<file path="config.mk">
export PLATFORM = sky130hd
export DESIGN_NAME = bcd_sub_extend_flag_alu
export DESIGN_NICKNAME = d
export VERILOG_FILES = /design/src/verilog/alu_pkg.sv /design/src/verilog/bcd_sub_extend_flag_alu.sv
export SDC_FILE = /design/constraint.sdc
export NUM_CORES = 1
export LEC_CHECK = 0
export BUFFER_PORTS_ARGS = -buffer_cell sky130_fd_sc_hd__buf_2
export CAP_MARGIN = 20
export CELL_PAD_IN_SITES_DETAIL_PLACEMENT = 0
export CELL_PAD_IN_SITES_GLOBAL_PLACEMENT = 1
export CORE_ASPECT_RATIO = 0.75
export CORE_UTILIZATION = 45
export CTS_CLUSTER_DIAMETER = 80
export DETAILED_ROUTE_END_ITERATION = 10
export GPL_TIMING_DRIVEN = 0
export PLACE_DENSITY_LB_ADDON = 0.1
export SLEW_MARGIN = 20
export SYNTH_ARGS = -nofsm -noshare
export SYNTH_HDL_FRONTEND = slang
export SYNTH_SLANG_ARGS = --single-unit
</file>
<file path="constraint.sdc">
create_clock -name CLOCK -period 14.9 [get_ports CLOCK]
set_input_delay 0.745 -clock CLOCK [delete_from_list [all_inputs] [get_ports CLOCK]]
set_output_delay 0.745 -clock CLOCK [all_outputs]
set_load 0.02 [all_outputs]
</file>
<file path="src/verilog/alu_pkg.sv">
// package: operation codes, flag positions and bus map for the decimal/frame/flag datapath
package alu_pkg;
  // ----------------------------------------
  // operations
  // ----------------------------------------
  typedef enum logic [3:0] {
    OP_NONE,
    OP_BCD_SUB_BORROW,
    OP_BCD_SUB,
    OP_FRAME_BUILD,
    OP_FRAME_RELEASE,
    OP_SIGN_WIDEN,
    OP_FLAG_CLEAR,
    OP_FLAG_SET,
    OP_ADD_ONE
  } op_t;
  // ----------------------------------------
  // destination select for add-one
  // ----------------------------------------
  localparam logic [2:0] DST_DATA_ZERO_LOW = 3'h0;
  localparam logic [2:0] DST_DATA_ZERO_HIGH = 3'h1;
  localparam logic [2:0] DST_MEM_DSP8_SB = 3'h2;
  localparam logic [2:0] DST_MEM_DSP8_FB = 3'h3;
  localparam logic [2:0] DST_MEM_ABS16 = 3'h4;
  localparam logic [2:0] DST_ADDR_FIRST = 3'h5;
  localparam logic [2:0] DST_ADDR_SECOND = 3'h6;
  // ----------------------------------------
  // flag register bit positions
  // ----------------------------------------
  localparam int FLG_CARRY = 0;
  localparam int FLG_DEBUG = 1;
  localparam int FLG_ZERO = 2;
  localparam int FLG_SIGN = 3;
  localparam int FLG_BANK = 4;
  localparam int FLG_OVERFLOW = 5;
  localparam int FLG_INT_EN = 6;
  localparam int FLG_STACK_SEL = 7;
  // ----------------------------------------
  // register map, byte addresses
  // ----------------------------------------
  localparam logic [5:0] REG_CTRL = 6'h00;
  localparam logic [5:0] REG_SRC = 6'h04;
  localparam logic [5:0] REG_DST = 6'h08;
  localparam logic [5:0] REG_RESULT = 6'h0c;
  localparam logic [5:0] REG_FLAGS = 6'h10;
  localparam logic [5:0] REG_DATA_TWO = 6'h14;
  localparam logic [5:0] REG_SP = 6'h18;
  localparam logic [5:0] REG_FB = 6'h1c;
  localparam logic [5:0] REG_PC = 6'h20;
  localparam logic [5:0] REG_STATUS = 6'h24;
  localparam logic [5:0] REG_STACK_IN = 6'h28;
  // ctrl fields
  localparam int CTRL_OP_LSB = 0;
  localparam int CTRL_WORD = 4;
  localparam int CTRL_SEL_LSB = 8;
  localparam int CTRL_IMM_LSB = 16;
  localparam int CTRL_GO = 31;
  // reset values
  localparam logic [15:0] SP_RESET = 16'h0400;
  localparam logic [7:0] FLAGS_RESET = 8'h00;
endpackage : alu_pkg

</file>
<file path="src/verilog/bcd_sub_extend_flag_alu.sv">
// datapath for decimal subtract, frame build/release, sign widen, flag set/clear and add-one
// Functional notes
// - decimal subtract with borrow gives dest minus src minus inverted carry, written to dest.
// - decimal subtract gives dest minus src ignoring carry, written to dest.
// - for decimal subtracts and add-one the sign flag copies the result msb.
// - for decimal subtracts and add-one the zero flag is set when the result is zero.
// - for decimal subtracts carry is set when no borrow out of the top digit occurs.
// - frame build allocates an 8-bit immediate frame size and keeps all flags.
// - frame release drops the frame and returns, keeping all flags.
// - byte sign widen copies bit 7 into the upper byte of a 16-bit result.
// - word sign widen extends data_reg_zero to 32 bits with the upper word in data_reg_two.
// - sign widen updates sign and zero only in byte size.
// - flag clear writes 0 to one selected flag bit only.
// - flag set writes 1 to one selected flag bit only.
// - add-one adds 1 to dest, leaving carry and overflow untouched.
// - add-one takes byte size only for byte operands and word size only for the address registers.
//
// Decided for this implementation: the register offsets and the Avalon-MM slave port.
`timescale 1ns/100ps
module bcd_sub_extend_flag_alu (
  input wire logic CLOCK,
  input wire logic RST,
  input wire logic [5:0] AVS_ADDRESS,
  input wire logic AVS_READ,
  input wire logic AVS_WRITE,
  input wire logic [31:0] AVS_WRITEDATA,
  input wire logic [3:0] AVS_BYTEENABLE,
  output logic [31:0] AVS_READDATA,
  output logic AVS_WAITREQUEST,
  output logic [1:0] AVS_RESPONSE
);
  // ----------------------------------------
  // state
  // ----------------------------------------
  logic [31:0] ctrl_q, ctrl_d;
  logic [15:0] src_q, src_d;
  logic [15:0] dst_q, dst_d;
  logic [15:0] res_q, res_d;
  logic [7:0] flags_q, flags_d;
  logic [15:0] dtwo_q, dtwo_d;
  logic [15:0] sp_q, sp_d;
  logic [15:0] fb_q, fb_d;
  logic [15:0] pc_q, pc_d;
  logic [15:0] stk_in_q, stk_in_d;
  logic [15:0] push_q, push_d;
  logic illegal_q, illegal_d;
  logic ack_q, ack_d;
  logic [31:0] rdata_q, rdata_d;
  logic [1:0] resp_q, resp_d;

  // ----------------------------------------
  // decimal subtract, one digit per stage
  // ----------------------------------------
  logic [4:0] borrow;
  logic [15:0] bcd_diff;
  logic in_borrow;
  logic word_sz;
  alu_pkg::op_t op;
  assign op = alu_pkg::op_t'(ctrl_q[alu_pkg::CTRL_OP_LSB +: 4]);
  assign word_sz = ctrl_q[alu_pkg::CTRL_WORD];
  assign in_borrow = (op == alu_pkg::OP_BCD_SUB_BORROW) ? ~flags_q[alu_pkg::FLG_CARRY] : 1'b0;
  assign borrow[0] = in_borrow;
  genvar g;
  generate
    for (g = 0; g < 4; g++) begin : g_digit
      logic [4:0] raw;
      assign raw = {1'b0, dst_q[4*g +: 4]} - {1'b0, src_q[4*g +: 4]} - {4'h0, borrow[g]};
      assign bcd_diff[4*g +: 4] = raw[4] ? 4'((raw[3:0]) - 4'h6) : raw[3:0];
      assign borrow[g+1] = raw[4];
    end
  endgenerate

  // ----------------------------------------
  // execute and bus
  // ----------------------------------------
  logic go;
  logic [7:0] sel_onehot;
  logic [15:0] r;
  logic [15:0] inc16;
  logic [2:0] dsel;
  assign go = ctrl_q[alu_pkg::CTRL_GO];
  assign dsel = ctrl_q[alu_pkg::CTRL_SEL_LSB +: 3];
  assign inc16 = 16'(dst_q + 16'h0001);

  always_comb begin
    ctrl_d = ctrl_q;
    src_d = src_q;
    dst_d = dst_q;
    res_d = res_q;
    flags_d = flags_q;
    dtwo_d = dtwo_q;
    sp_d = sp_q;
    fb_d = fb_q;
    pc_d = pc_q;
    stk_in_d = stk_in_q;
    push_d = push_q;
    illegal_d = illegal_q;
    ack_d = 1'b0;
    rdata_d = rdata_q;
    resp_d = resp_q;
    r = 16'h0000;
    sel_onehot = 8'h01 << ctrl_q[alu_pkg::CTRL_SEL_LSB +: 3];
    if (go) begin
      // one operation per cycle; go self-clears so a write fires it once
      ctrl_d[alu_pkg::CTRL_GO] = 1'b0;
      illegal_d = 1'b0;
      case (op)
        alu_pkg::OP_BCD_SUB_BORROW, alu_pkg::OP_BCD_SUB: begin
          r = word_sz ? bcd_diff : {8'h00, bcd_diff[7:0]};
          res_d = r;
          dst_d = r;
          flags_d[alu_pkg::FLG_SIGN] = word_sz ? r[15] : r[7];
          flags_d[alu_pkg::FLG_ZERO] = word_sz ? (r == 16'h0000) : (r[7:0] == 8'h00);
          flags_d[alu_pkg::FLG_CARRY] = word_sz ? ~borrow[4] : ~borrow[2];
        end
        alu_pkg::OP_FRAME_BUILD: begin
          push_d = fb_q;
          fb_d = 16'(sp_q - 16'h0002);
          sp_d = 16'(sp_q - 16'h0002 - {8'h00, ctrl_q[alu_pkg::CTRL_IMM_LSB +: 8]});
        end
        alu_pkg::OP_FRAME_RELEASE: begin
          // saved base comes in through the stack-in word, return address through the src word
          sp_d = 16'(fb_q + 16'h0006);
          fb_d = stk_in_q;
          pc_d = src_q;
        end
        alu_pkg::OP_SIGN_WIDEN: begin
          if (word_sz) begin
            dtwo_d = {16{dst_q[15]}};
            res_d = dst_q;
          end else begin
            r = {{8{dst_q[7]}}, dst_q[7:0]};
            res_d = r;
            dst_d = r;
            flags_d[alu_pkg::FLG_SIGN] = r[15];
            flags_d[alu_pkg::FLG_ZERO] = (r == 16'h0000);
          end
        end
        alu_pkg::OP_FLAG_CLEAR: flags_d = flags_q & ~sel_onehot;
        alu_pkg::OP_FLAG_SET: flags_d = flags_q | sel_onehot;
        alu_pkg::OP_ADD_ONE: begin
          // operand class must match size, else refused with no change
          if ((word_sz && (dsel == alu_pkg::DST_ADDR_FIRST || dsel == alu_pkg::DST_ADDR_SECOND)) ||
              (!word_sz && dsel <= alu_pkg::DST_MEM_ABS16)) begin
            r = word_sz ? inc16 : {8'h00, inc16[7:0]};
            res_d = r;
            dst_d = r;
            flags_d[alu_pkg::FLG_SIGN] = word_sz ? r[15] : r[7];
            flags_d[alu_pkg::FLG_ZERO] = word_sz ? (r == 16'h0000) : (r[7:0] == 8'h00);
          end else begin
            illegal_d = 1'b1;
          end
        end
        default: illegal_d = 1'b0;
      endcase
    end
    // avalon slave: one wait cycle, answer on the second edge
    if ((AVS_READ || AVS_WRITE) && !ack_q) begin
      ack_d = 1'b1;
      resp_d = 2'h0;
      rdata_d = 32'h0000_0000;
      case (AVS_ADDRESS)
        alu_pkg::REG_CTRL: rdata_d = ctrl_q;
        alu_pkg::REG_SRC: rdata_d = {16'h0000, src_q};
        alu_pkg::REG_DST: rdata_d = {16'h0000, dst_q};
        alu_pkg::REG_RESULT: rdata_d = {16'h0000, res_q};
        alu_pkg::REG_FLAGS: rdata_d = {24'h000000, flags_q};
        alu_pkg::REG_DATA_TWO: rdata_d = {16'h0000, dtwo_q};
        alu_pkg::REG_SP: rdata_d = {16'h0000, sp_q};
        alu_pkg::REG_FB: rdata_d = {16'h0000, fb_q};
        alu_pkg::REG_PC: rdata_d = {16'h0000, pc_q};
        alu_pkg::REG_STATUS: rdata_d = {15'h0000, illegal_q, push_q};
        alu_pkg::REG_STACK_IN: rdata_d = {16'h0000, stk_in_q};
        default: resp_d = 2'h2;
      endcase
      if (AVS_WRITE) begin
        rdata_d = 32'h0000_0000;
        // bus write wins over the datapath update in the same cycle
        case (AVS_ADDRESS)
          alu_pkg::REG_CTRL: ctrl_d = AVS_WRITEDATA;
          alu_pkg::REG_SRC: src_d = AVS_WRITEDATA[15:0];
          alu_pkg::REG_DST: dst_d = AVS_WRITEDATA[15:0];
          alu_pkg::REG_FLAGS: flags_d = AVS_WRITEDATA[7:0];
          alu_pkg::REG_DATA_TWO: dtwo_d = AVS_WRITEDATA[15:0];
          alu_pkg::REG_SP: sp_d = AVS_WRITEDATA[15:0];
          alu_pkg::REG_FB: fb_d = AVS_WRITEDATA[15:0];
          alu_pkg::REG_PC: pc_d = AVS_WRITEDATA[15:0];
          alu_pkg::REG_STACK_IN: stk_in_d = AVS_WRITEDATA[15:0];
          default: resp_d = resp_d;
        endcase
      end
    end
  end

  always_ff @(posedge CLOCK) begin
    if (RST) begin
      ctrl_q <= 32'h0000_0000;
      src_q <= 16'h0000;
      dst_q <= 16'h0000;
      res_q <= 16'h0000;
      flags_q <= alu_pkg::FLAGS_RESET;
      dtwo_q <= 16'h0000;
      sp_q <= alu_pkg::SP_RESET;
      fb_q <= 16'h0000;
      pc_q <= 16'h0000;
      stk_in_q <= 16'h0000;
      push_q <= 16'h0000;
      illegal_q <= 1'b0;
      ack_q <= 1'b0;
      rdata_q <= 32'h0000_0000;
      resp_q <= 2'h0;
    end else begin
      ctrl_q <= ctrl_d;
      src_q <= src_d;
      dst_q <= dst_d;
      res_q <= res_d;
      flags_q <= flags_d;
      dtwo_q <= dtwo_d;
      sp_q <= sp_d;
      fb_q <= fb_d;
      pc_q <= pc_d;
      stk_in_q <= stk_in_d;
      push_q <= push_d;
      illegal_q <= illegal_d;
      ack_q <= ack_d;
      rdata_q <= rdata_d;
      resp_q <= resp_d;
    end
  end

  assign AVS_WAITREQUEST = (AVS_READ || AVS_WRITE) && !ack_q;
  assign AVS_READDATA = rdata_q;
  assign AVS_RESPONSE = resp_q;
endmodule : bcd_sub_extend_flag_alu
</file>
# Yosys cells after proc, flatten, opt, wreduce, memory -nomap -nowiden
# Index checks and enable logic that the tools add are counted.
# word_totals
reg_bits	220
# op_classes
add_sub_neg	16
magnitude_cmp	1
n_eq_ne	21
n_shift	1
mux	58
bitwise_logic	9
n_reduce_logical	23
# op_table
cell	count
$mux 16	28
$pmux 32 s11	1
$pmux 16 s3	2
$pmux 16 s2	2
$logic_not 16->1	3
$mux 32	1
$mux 8	4
$eq 6x5->1 const B	4
$sub 4x4->5	4
$sub 5x1->5	4
$eq 6x6->1 const B	3
$add 16x1->16 const B	1
$add 16x3->16 const B	1
$eq 4x3->1 const B	4
$logic_not 8->1	2
$mux 4	4
$sub 16x2->16 const B	1
$sub 16x8->16	1
$sub 4x3->4 const B	4
$eq 6x4->1 const B	2
$reduce_and 3->1	4
$reduce_or 11->1	1
$pmux 2 s5	1
$mux 1	9
24 further kinds	38

# Longest topological paths before layout
# Gate-level depths: netlist of the first run.
# logic_depth
word_depth	16
mapped_depth	37

# Least setup slack after synthesis of the first run
# Ideal clock, no wire load.
# synth_timing
path_type	register to register
startpoint	register ctrl_q[1]
endpoint	register flags_q[2]
arrival_ns	8.265
required_time_ns	14.813
path_slack_ns	6.548
stages_incl_launch_ff	38
period_less_slack_ns	8.352
cell_sequence	dfxtp_1 buf_4 nand2b_1 or4_1 fa_1 fa_1 nand2b_1 a21oi_1 xnor2_1 xnor2_1 ha_1 o21bai_1 fa_1 nand2b_1 a211o_1 and2_1 buf_2 xnor2_1 (+2 left out) fa_1 nand2b_1 a21oi_1 xnor2_1 xnor2_1 ha_1 inv_1 ha_1 nor2_1 fa_1 xnor2_1 ha_1 a211oi_1 a21oi_1 a211oi_1 nand3_1 o41a_1 o31ai_1
# synth_via
elab_chain_cells	16
word_cells_on_any_way	29
cone_classes	add/sub: 8; eq/ne: 6; mux: 12; reduce/logical: 3
# synth_rtl
item	line	text
from (decl)	bcd_sub_extend_flag_alu.sv:35	logic [31:0] ctrl_q, ctrl_d;
from (signal assigned)	bcd_sub_extend_flag_alu.sv:213	ctrl_q <= ctrl_d;
$eq 4x1->1	bcd_sub_extend_flag_alu.sv:61, bcd_sub_extend_flag_alu.sv:107	
$mux 1	bcd_sub_extend_flag_alu.sv:61	assign in_borrow = (op == alu_pkg::OP_BCD_SUB_BORROW) ? ~flags_q[alu_pkg::FLG_CARRY] : 1'b0;
$sub 5x1->5 (4 in series)	bcd_sub_extend_flag_alu.sv:67	assign raw = {1'b0, dst_q[4*g +: 4]} - {1'b0, src_q[4*g +: 4]} - {4'h0, borrow[g]};
$sub 4x3->4	bcd_sub_extend_flag_alu.sv:68	assign bcd_diff[4*g +: 4] = raw[4] ? 4'((raw[3:0]) - 4'h6) : raw[3:0];
$mux 4	bcd_sub_extend_flag_alu.sv:68	
$mux 16	bcd_sub_extend_flag_alu.sv:109	r = word_sz ? bcd_diff : {8'h00, bcd_diff[7:0]};
$logic_not 16->1	bcd_sub_extend_flag_alu.sv:113	flags_d[alu_pkg::FLG_ZERO] = word_sz ? (r == 16'h0000) : (r[7:0] == 8'h00);
$mux 1	bcd_sub_extend_flag_alu.sv:113	
$pmux 2 s5 *	bcd_sub_extend_flag_alu.sv:107	case (op)
$mux 8 *	bcd_sub_extend_flag_alu.sv:103	if (go) begin
$mux 8	bcd_sub_extend_flag_alu.sv:179	case (AVS_ADDRESS)
$mux 8	bcd_sub_extend_flag_alu.sv:176	if (AVS_WRITE) begin
$mux 8 *	bcd_sub_extend_flag_alu.sv:158	if ((AVS_READ || AVS_WRITE) && !ack_q) begin
to (signal assigned)	bcd_sub_extend_flag_alu.sv:201	flags_q <= alu_pkg::FLAGS_RESET;
to (signal assigned)	bcd_sub_extend_flag_alu.sv:217	flags_q <= flags_d;
to (decl)	bcd_sub_extend_flag_alu.sv:39	logic [7:0] flags_q, flags_d;
# Mark *: on every way between the ends. The rest lies on a longest branch, timed or not.
# A chain may end at the register's enable or synchronous reset.

# Final worst setup path of the first run
# Ends and elaborated chain as after synthesis.

==> results of run 1 <==
-- critical path, delay by kind of cell (launching register included) --
kind                       cells  cell delay, ns
adders and majority gates     10            3.39
AOI/OAI and AO/OA             10            2.58
and+or+nand+nor                8            1.56
xor gates and xnor gates       6            1.12
buffers and inverters          3            0.43
DFF                            1            0.37
-- cell usage after synthesis, types with 16 or more instances --
library cell	count	share of area, %
nand2_1	284	7.8
dfxtp_1	219	32
nor2_1	183	5.0
a21oi_1	149	5.5
clkbuf_1	87	2.4
a22oi_1	83	4.6
o21ai_0	78	2.9
inv_1	59	1.6
xnor2_1	48	3.1
ha_1	44	4.0
a211oi_1	41	2.3
buf_2	40	1.5
a311oi_1	38	2.4
nor3_1	35	1.3
nand3_1	30	1.1
xor2_1	27	1.7
a221oi_1	21	1.3
a222oi_1	21	1.5
nand4_1	20	0.92
buf_4	17	0.93
nand2b_1	16	0.73
-- logic make-up after synthesis --
| kind of cell | after synthesis | share of synthesized area [%] |
|---|---|---|
| other | 1 | 0.02747 |
| flip-flops | 219 | 32.12 |
| AO/OA/AOI/OAI | 531 | 26.69 |
| adder cells (fa/ha/maj) | 50 | 4.913 |
| multiplexers | 8 | 0.5866 |
| AND/OR/NAND/NOR | 664 | 23.13 |
| buffers and inverters | 218 | 7.598 |
| XOR/XNOR | 76 | 4.931 |
-- metal layers --
metal,global-route usage [%],routed length (microns),vias up
li1,-,-,6503
met1,55.28,26420,6935
met2,48.76,22350,918
met3,12.77,8244,100
met4,9.774,1439,2
met5,2.950,124,-
-- power by group --
| group | total (W) | switching (W) | internal [W] |
|---|---|---|---|
| sequential | 0.000590 | 0.00000267 | 0.000588 |
| combinational | 0.0000888 | 0.0000650 | 0.0000238 |
| clock | 0.000665 | 0.000285 | 0.000380 |
-- worst paths after layout --
check                                  startpoint    endpoint  cells after the start
worst max-delay path                    ctrl_q[1]  flags_q[2]                     37
worst min-delay path            AVS_WRITEDATA[25]  ctrl_q[25]                      3
worst max register to register          ctrl_q[1]  flags_q[2]                     37
worst min register to register         ctrl_q[29]  ctrl_q[29]                      2
-- cell type report --
| type | count | share of cell area, % |
|---|---|---|
| Timing Repair Buffer | 56 | 1.833 |
| Sequential cell | 219 | 28.67 |
| Inverter | 59 | 1.448 |
| Multi-Input combinational cell | 1330 | 53.85 |
| Tap cell | 392 | 3.208 |
| Clock buffer | 31 | 4.435 |
| Buffer | 159 | 5.336 |
| Clock inverter | 15 | 1.211 |
-- metrics by stage --
stage / cell area [sq um] / std cells
global route: 15290 / 2261
global placement: 14420 / 2215
floorplan: 13650 / 1767
finish: 15290 / 2261
CTS: 15290 / 2261
detailed placement: 14430 / 2215
-- state kept, by name, indices dropped and copies added (netlist names) --
name	flops
AVS_READDATA	32
ctrl_q	32
dst_q	16
dtwo_q	16
fb_q	16
pc_q	16
push_q	16
res_q	16
sp_q	16
src_q	16
stk_in_q	16
flags_q	8
AVS_RESPONSE	1
ack_q	1
illegal_q	1
==> results.sh, run 1 <==
export IMPL_status="complete, no violations"
export IMPL_place_gp_congestion=0.9500
export IMPL_grt_pass1_wl_microns=85180
export IMPL_yosysWarnings=0
export IMPL_final_net_count=1946
export IMPL_total_power_w=0.001344
export IMPL_rrSetupSlack_ns=5.37
export IMPL_ys_seq_elements=219
export IMPL_core_area_sq_mm=0.02946
export IMPL_crit_type="flip-flop to flip-flop"
export IMPL_rsz0062_at_grt="false"
export IMPL_cts_clk_slew_worst_paths_ns=0.06
export IMPL_clockBufferDepth=3
export IMPL_grt_pass1_vias=12810
export IMPL_rows=54
export IMPL_cp_end_kind="flip-flop"
export IMPL_worst_setup_path_start_kind="flip-flop"
export IMPL_cts_resized=0
export IMPL_dp_hpwl_microns=44780
export IMPL_die_w_microns=203.1
export IMPL_max_slew_margin_pct=26.10
export IMPL_grt_max_degree=15
export IMPL_synth_ff_type="dfxtp_1"
export IMPL_design_die_area_sq_mm=0.03104
export IMPL_wl_per_cell_microns=25.91
export IMPL_multiInputGateArea_sq_mm=0.008234
export IMPL_overflow=0
export IMPL_hold_slack_ns=0.4104
export IMPL_cts_sinks=219
export IMPL_syn_area_sq_mm=0.01365
export IMPL_cp_slowest_cell="o41a_1"
export IMPL_min_path_type="primary input to flip-flop"
export IMPL_antenna_left=0
export IMPL_cts_tree="done"
export IMPL_drive_above_1_share_pct=11.29
export IMPL_maxCapViolations=0
export IMPL_fin_crit_ns=9.532
export IMPL_dp_slack_ns=5.459
export IMPL_worst_slew_pin_slew_ns=1.097
export IMPL_async_reset_ff_share_pct=0
export IMPL_cts_setup_buffers=0
export IMPL_ys_types=95
export IMPL_chipHeight_microns=152.8
export IMPL_mostFrequentLayoutCells="nand2_1 (284), dfxtp_1 (219), nor2_1 (183)"
export IMPL_hold_viol=0
export IMPL_diodes=0
export IMPL_hold_buffers=0
export IMPL_cp_max_fo=10
export IMPL_numCtsBuffers=25
export IMPL_final_common_cell="nand2_1"
export IMPL_start_util_pct=46.34
export IMPL_synth_seq_area_share_pct=32.12
export IMPL_cts_max_level=1
export IMPL_fin_crit_sh_pct=63.97
export IMPL_fin_ws_ns=5.368
export IMPL_area_delta_synth_final_pct=12.01
export IMPL_worst_path_most_repeated_cell="xnor2_1"
export IMPL_vias=14460
export IMPL_critical_path_max_stage_delay_ns=0.49
export IMPL_totalWireLength_microns=58570
export IMPL_crit_required_ns=15.38
export IMPL_synthCells=1767
export IMPL_viasPerCell=6.395
export IMPL_finish_utilization_pct=51.90
export IMPL_fmax_mhz=104.9
export IMPL_avgSynthCellArea_sq_um=7.725
export IMPL_final_max_slew_viol_count=0
export IMPL_drc=0
export IMPL_ios=81
export IMPL_antenna_found_initial=0
export IMPL_clk_insertion_delay_late_ns=0.57
export IMPL_finalSetupViolCount=0
export IMPL_seq_area_sq_mm=0.004384
export IMPL_p_leak_nw=5.471
export IMPL_peakVddDrop_uv=69.90
export IMPL_fill_cells=2944
export IMPL_final_setup_tns_ns=0
export IMPL_cts_root_buffer="clkbuf_16"
export IMPL_grt_usage_pct=36.95
export IMPL_pwr_density_cell_mw_per_mm2=87.91
export IMPL_cp_data_arrival_time_ns=10.01
export IMPL_port_buffers=56
export IMPL_drt_pass1_iterations=7
export IMPL_syn_nets=1863
export IMPL_synth_edf_count=0
export IMPL_drt_iter0_markers=1980
export IMPL_clock_skew_ns=0.01330
Note: power is estimated with default switching activity, not from simulation.
==> inputs of run 2 (changes only) <==
- CORE_UTILIZATION: 45 -> 42
- clock period: 14.9 -> 8.7 ns (I/O delays scaled with it)
==> run 2 against run 1 <==
Worst hold slack lost 0.27 ns; combinational power grew 79%; maximum frequency grew 14%; clock skew grew 0.0088 ns; via count about the same; largest cell class unchanged; highest routed layer unchanged.
==> results.sh, run 2 (synthesis gave the netlist of run 1 again) <==
export IMPL_status="complete, no violations"
export IMPL_pwr_density_cell_mw_per_mm2=146.4
export IMPL_cp_end_kind="flip-flop"
export IMPL_drc=0
export IMPL_worst_slew_pin_slew_ns=1.034
export IMPL_fin_crit_sh_pct=96.12
export IMPL_cts_sinks=219
export IMPL_die_w_microns=210.2
export IMPL_diodes=0
export IMPL_viasPerCell=6.265
export IMPL_clkPwrFrac_pct=48.3
export IMPL_final_max_slew_viol_count=0
export IMPL_cts_root_buffer="clkbuf_16"
export IMPL_critical_path_max_stage_delay_ns=0.43
export IMPL_comb_power_share_pct=7.0
export IMPL_core_area_sq_mm=0.03160
export IMPL_min_path_type="primary input to flip-flop"
export IMPL_total_power_w=0.002266
export IMPL_totalWireLength_microns=59050
export IMPL_fin_crit_ns=8.362
export IMPL_grt_pass1_vias=12750
export IMPL_hold_buffers=0
export IMPL_rsz0062_at_grt="false"
export IMPL_port_buffers=56
export IMPL_p_leak_nw=5.515
export IMPL_final_net_count=1953
export IMPL_rows=56
export IMPL_hold_viol=0
export IMPL_crit_type="flip-flop to flip-flop"
export IMPL_grt_usage_pct=35.12
export IMPL_antenna_found_initial=0
export IMPL_dp_hpwl_microns=45070
export IMPL_clockBufferDepth=3
export IMPL_antenna_left=0
export IMPL_drt_iter0_markers=2115
export IMPL_p_int_w=0.001674
export IMPL_worst_setup_path_start_kind="flip-flop"
export IMPL_cp_max_fo=10
export IMPL_clock_skew_ns=0.02215
export IMPL_finalSetupViolCount=0
export IMPL_drt_pass1_iterations=7
export IMPL_overflow=0
export IMPL_grt_pass1_wl_microns=86110
export IMPL_cts_max_level=1
export IMPL_final_common_cell="nand2_1"
export IMPL_wl_per_cell_microns=25.56
export IMPL_cts_tree="done"
export IMPL_place_gp_congestion=0.9747
export IMPL_start_util_pct=43.20
export IMPL_worst_path_most_repeated_cell="fa_2"
export IMPL_fmax_mhz=119.6
export IMPL_clk_insertion_delay_late_ns=0.55
export IMPL_finish_utilization_pct=48.97
export IMPL_switchingPower_w=0.0005913
export IMPL_ios=81
export IMPL_chipHeight_microns=158.1
export IMPL_drive_above_1_share_pct=12.96
export IMPL_cp_data_arrival_time_ns=8.75
export IMPL_max_slew_margin_pct=30.33
export IMPL_design_die_area_sq_mm=0.03323
export IMPL_vias=14470
export IMPL_power_frac_seq_pct=44.6
export IMPL_numCtsBuffers=24
export IMPL_area_delta_synth_final_pct=13.36
export IMPL_crit_required_ns=9.09
export IMPL_maxCapViolations=0
export IMPL_cp_slowest_cell="or4_4"
export IMPL_grt_max_degree=15
export IMPL_cts_clk_slew_worst_paths_ns=0.07
export IMPL_netSwitchingFraction_pct=26.10
export IMPL_peakVddDrop_uv=125.0
export IMPL_mostFrequentLayoutCells="nand2_1 (284), dfxtp_1 (218), nor2_1 (182)"
[run 2: cell types whose count changed in the layout (fill, tap and decap cells not counted), sizes merged]
cell	before	now
buf	128	136
clkbuf	118	114
clkinv	8	10
clkinvlp	2	4
inv	61	59
[run 2: area by class of cell]
type	instances	area, sq um
Timing Repair Buffer	65	347.8
Inverter	59	221.5
Multi-Input combinational cell	1330	8352
Clock inverter	17	170.2
Fill cell	3186	16130
Tap cell	435	544.3
Buffer	158	810.8
Sequential cell	219	4385
Clock buffer	27	643.1
[run 2: worst max-delay path, delay by kind of cell, from the launching register on]
kind | cells | cell delay, ns
compound gates | 10 | 2.45
fa+ha+maj | 9 | 2.82
simple gates | 8 | 1.42
xor+xnor | 6 | 0.93
flops | 1 | 0.35
buf+inv | 2 | 0.24
[run 2: metrics by stage]
step / std cells / setup slack, ns / area (sq um) / hold WS, ns / setup TNS, ns
finish: 2310 / 0.3376 / 15470 / 0.1380 / 0
global route: 2310 / 0.01040 / 15470 / 0.1400 / 0
CTS: 2306 / 0.01082 / 15390 / 0.1268 / 0
detailed placement: 2258 / -0.7077 / 14480 / 0.4435 / -3.408
global placement: 2258 / -0.6375 / 14480 / 0.4422 / -2.804
floorplan: 1767 / 0.3478 / 13650 / 0.4359 / 0
[run 2: power by group through the flow]
stage / logic, W / registers, W / clock network, W
after floorplan: 0.0000888 / 0.00103 / 0
after global placement: 0.000146 / 0.00103 / 0
after detailed placement: 0.000147 / 0.00103 / 0
after CTS: 0.000151 / 0.00101 / 0.00109
after global routing: 0.000168 / 0.00101 / 0.00113
final: 0.000159 / 0.00101 / 0.00110
[run 2: final timing paths]
check                                  startpoint          to  slack [ns]  cells past startpoint
worst min register to register         ctrl_q[27]  ctrl_q[27]        0.45                      2
worst max register to register          ctrl_q[1]  flags_q[3]        0.34                     35
worst max-delay path                    ctrl_q[1]  flags_q[3]        0.34                     35
worst min-delay path            AVS_WRITEDATA[16]  ctrl_q[16]        0.14                      3
[run 2: per-layer routing]
layer / wire, microns / GRT usage, % / vias up
met2: 23240 / 47.82 / 817
li1: - / - / 6502
met3: 7190 / 9.562 / 88
met5: 24 / 0 / -
met4: 1240 / 7.508 / 2
met1: 27350 / 53.59 / 7063
[run 2: repair_timing]
item                                    4_1_cts  5_1_grt
endpoints found under the setup margin        9        8
buffers inserted                              4        5
pin swaps                                     9       16
resized for setup                            16       10
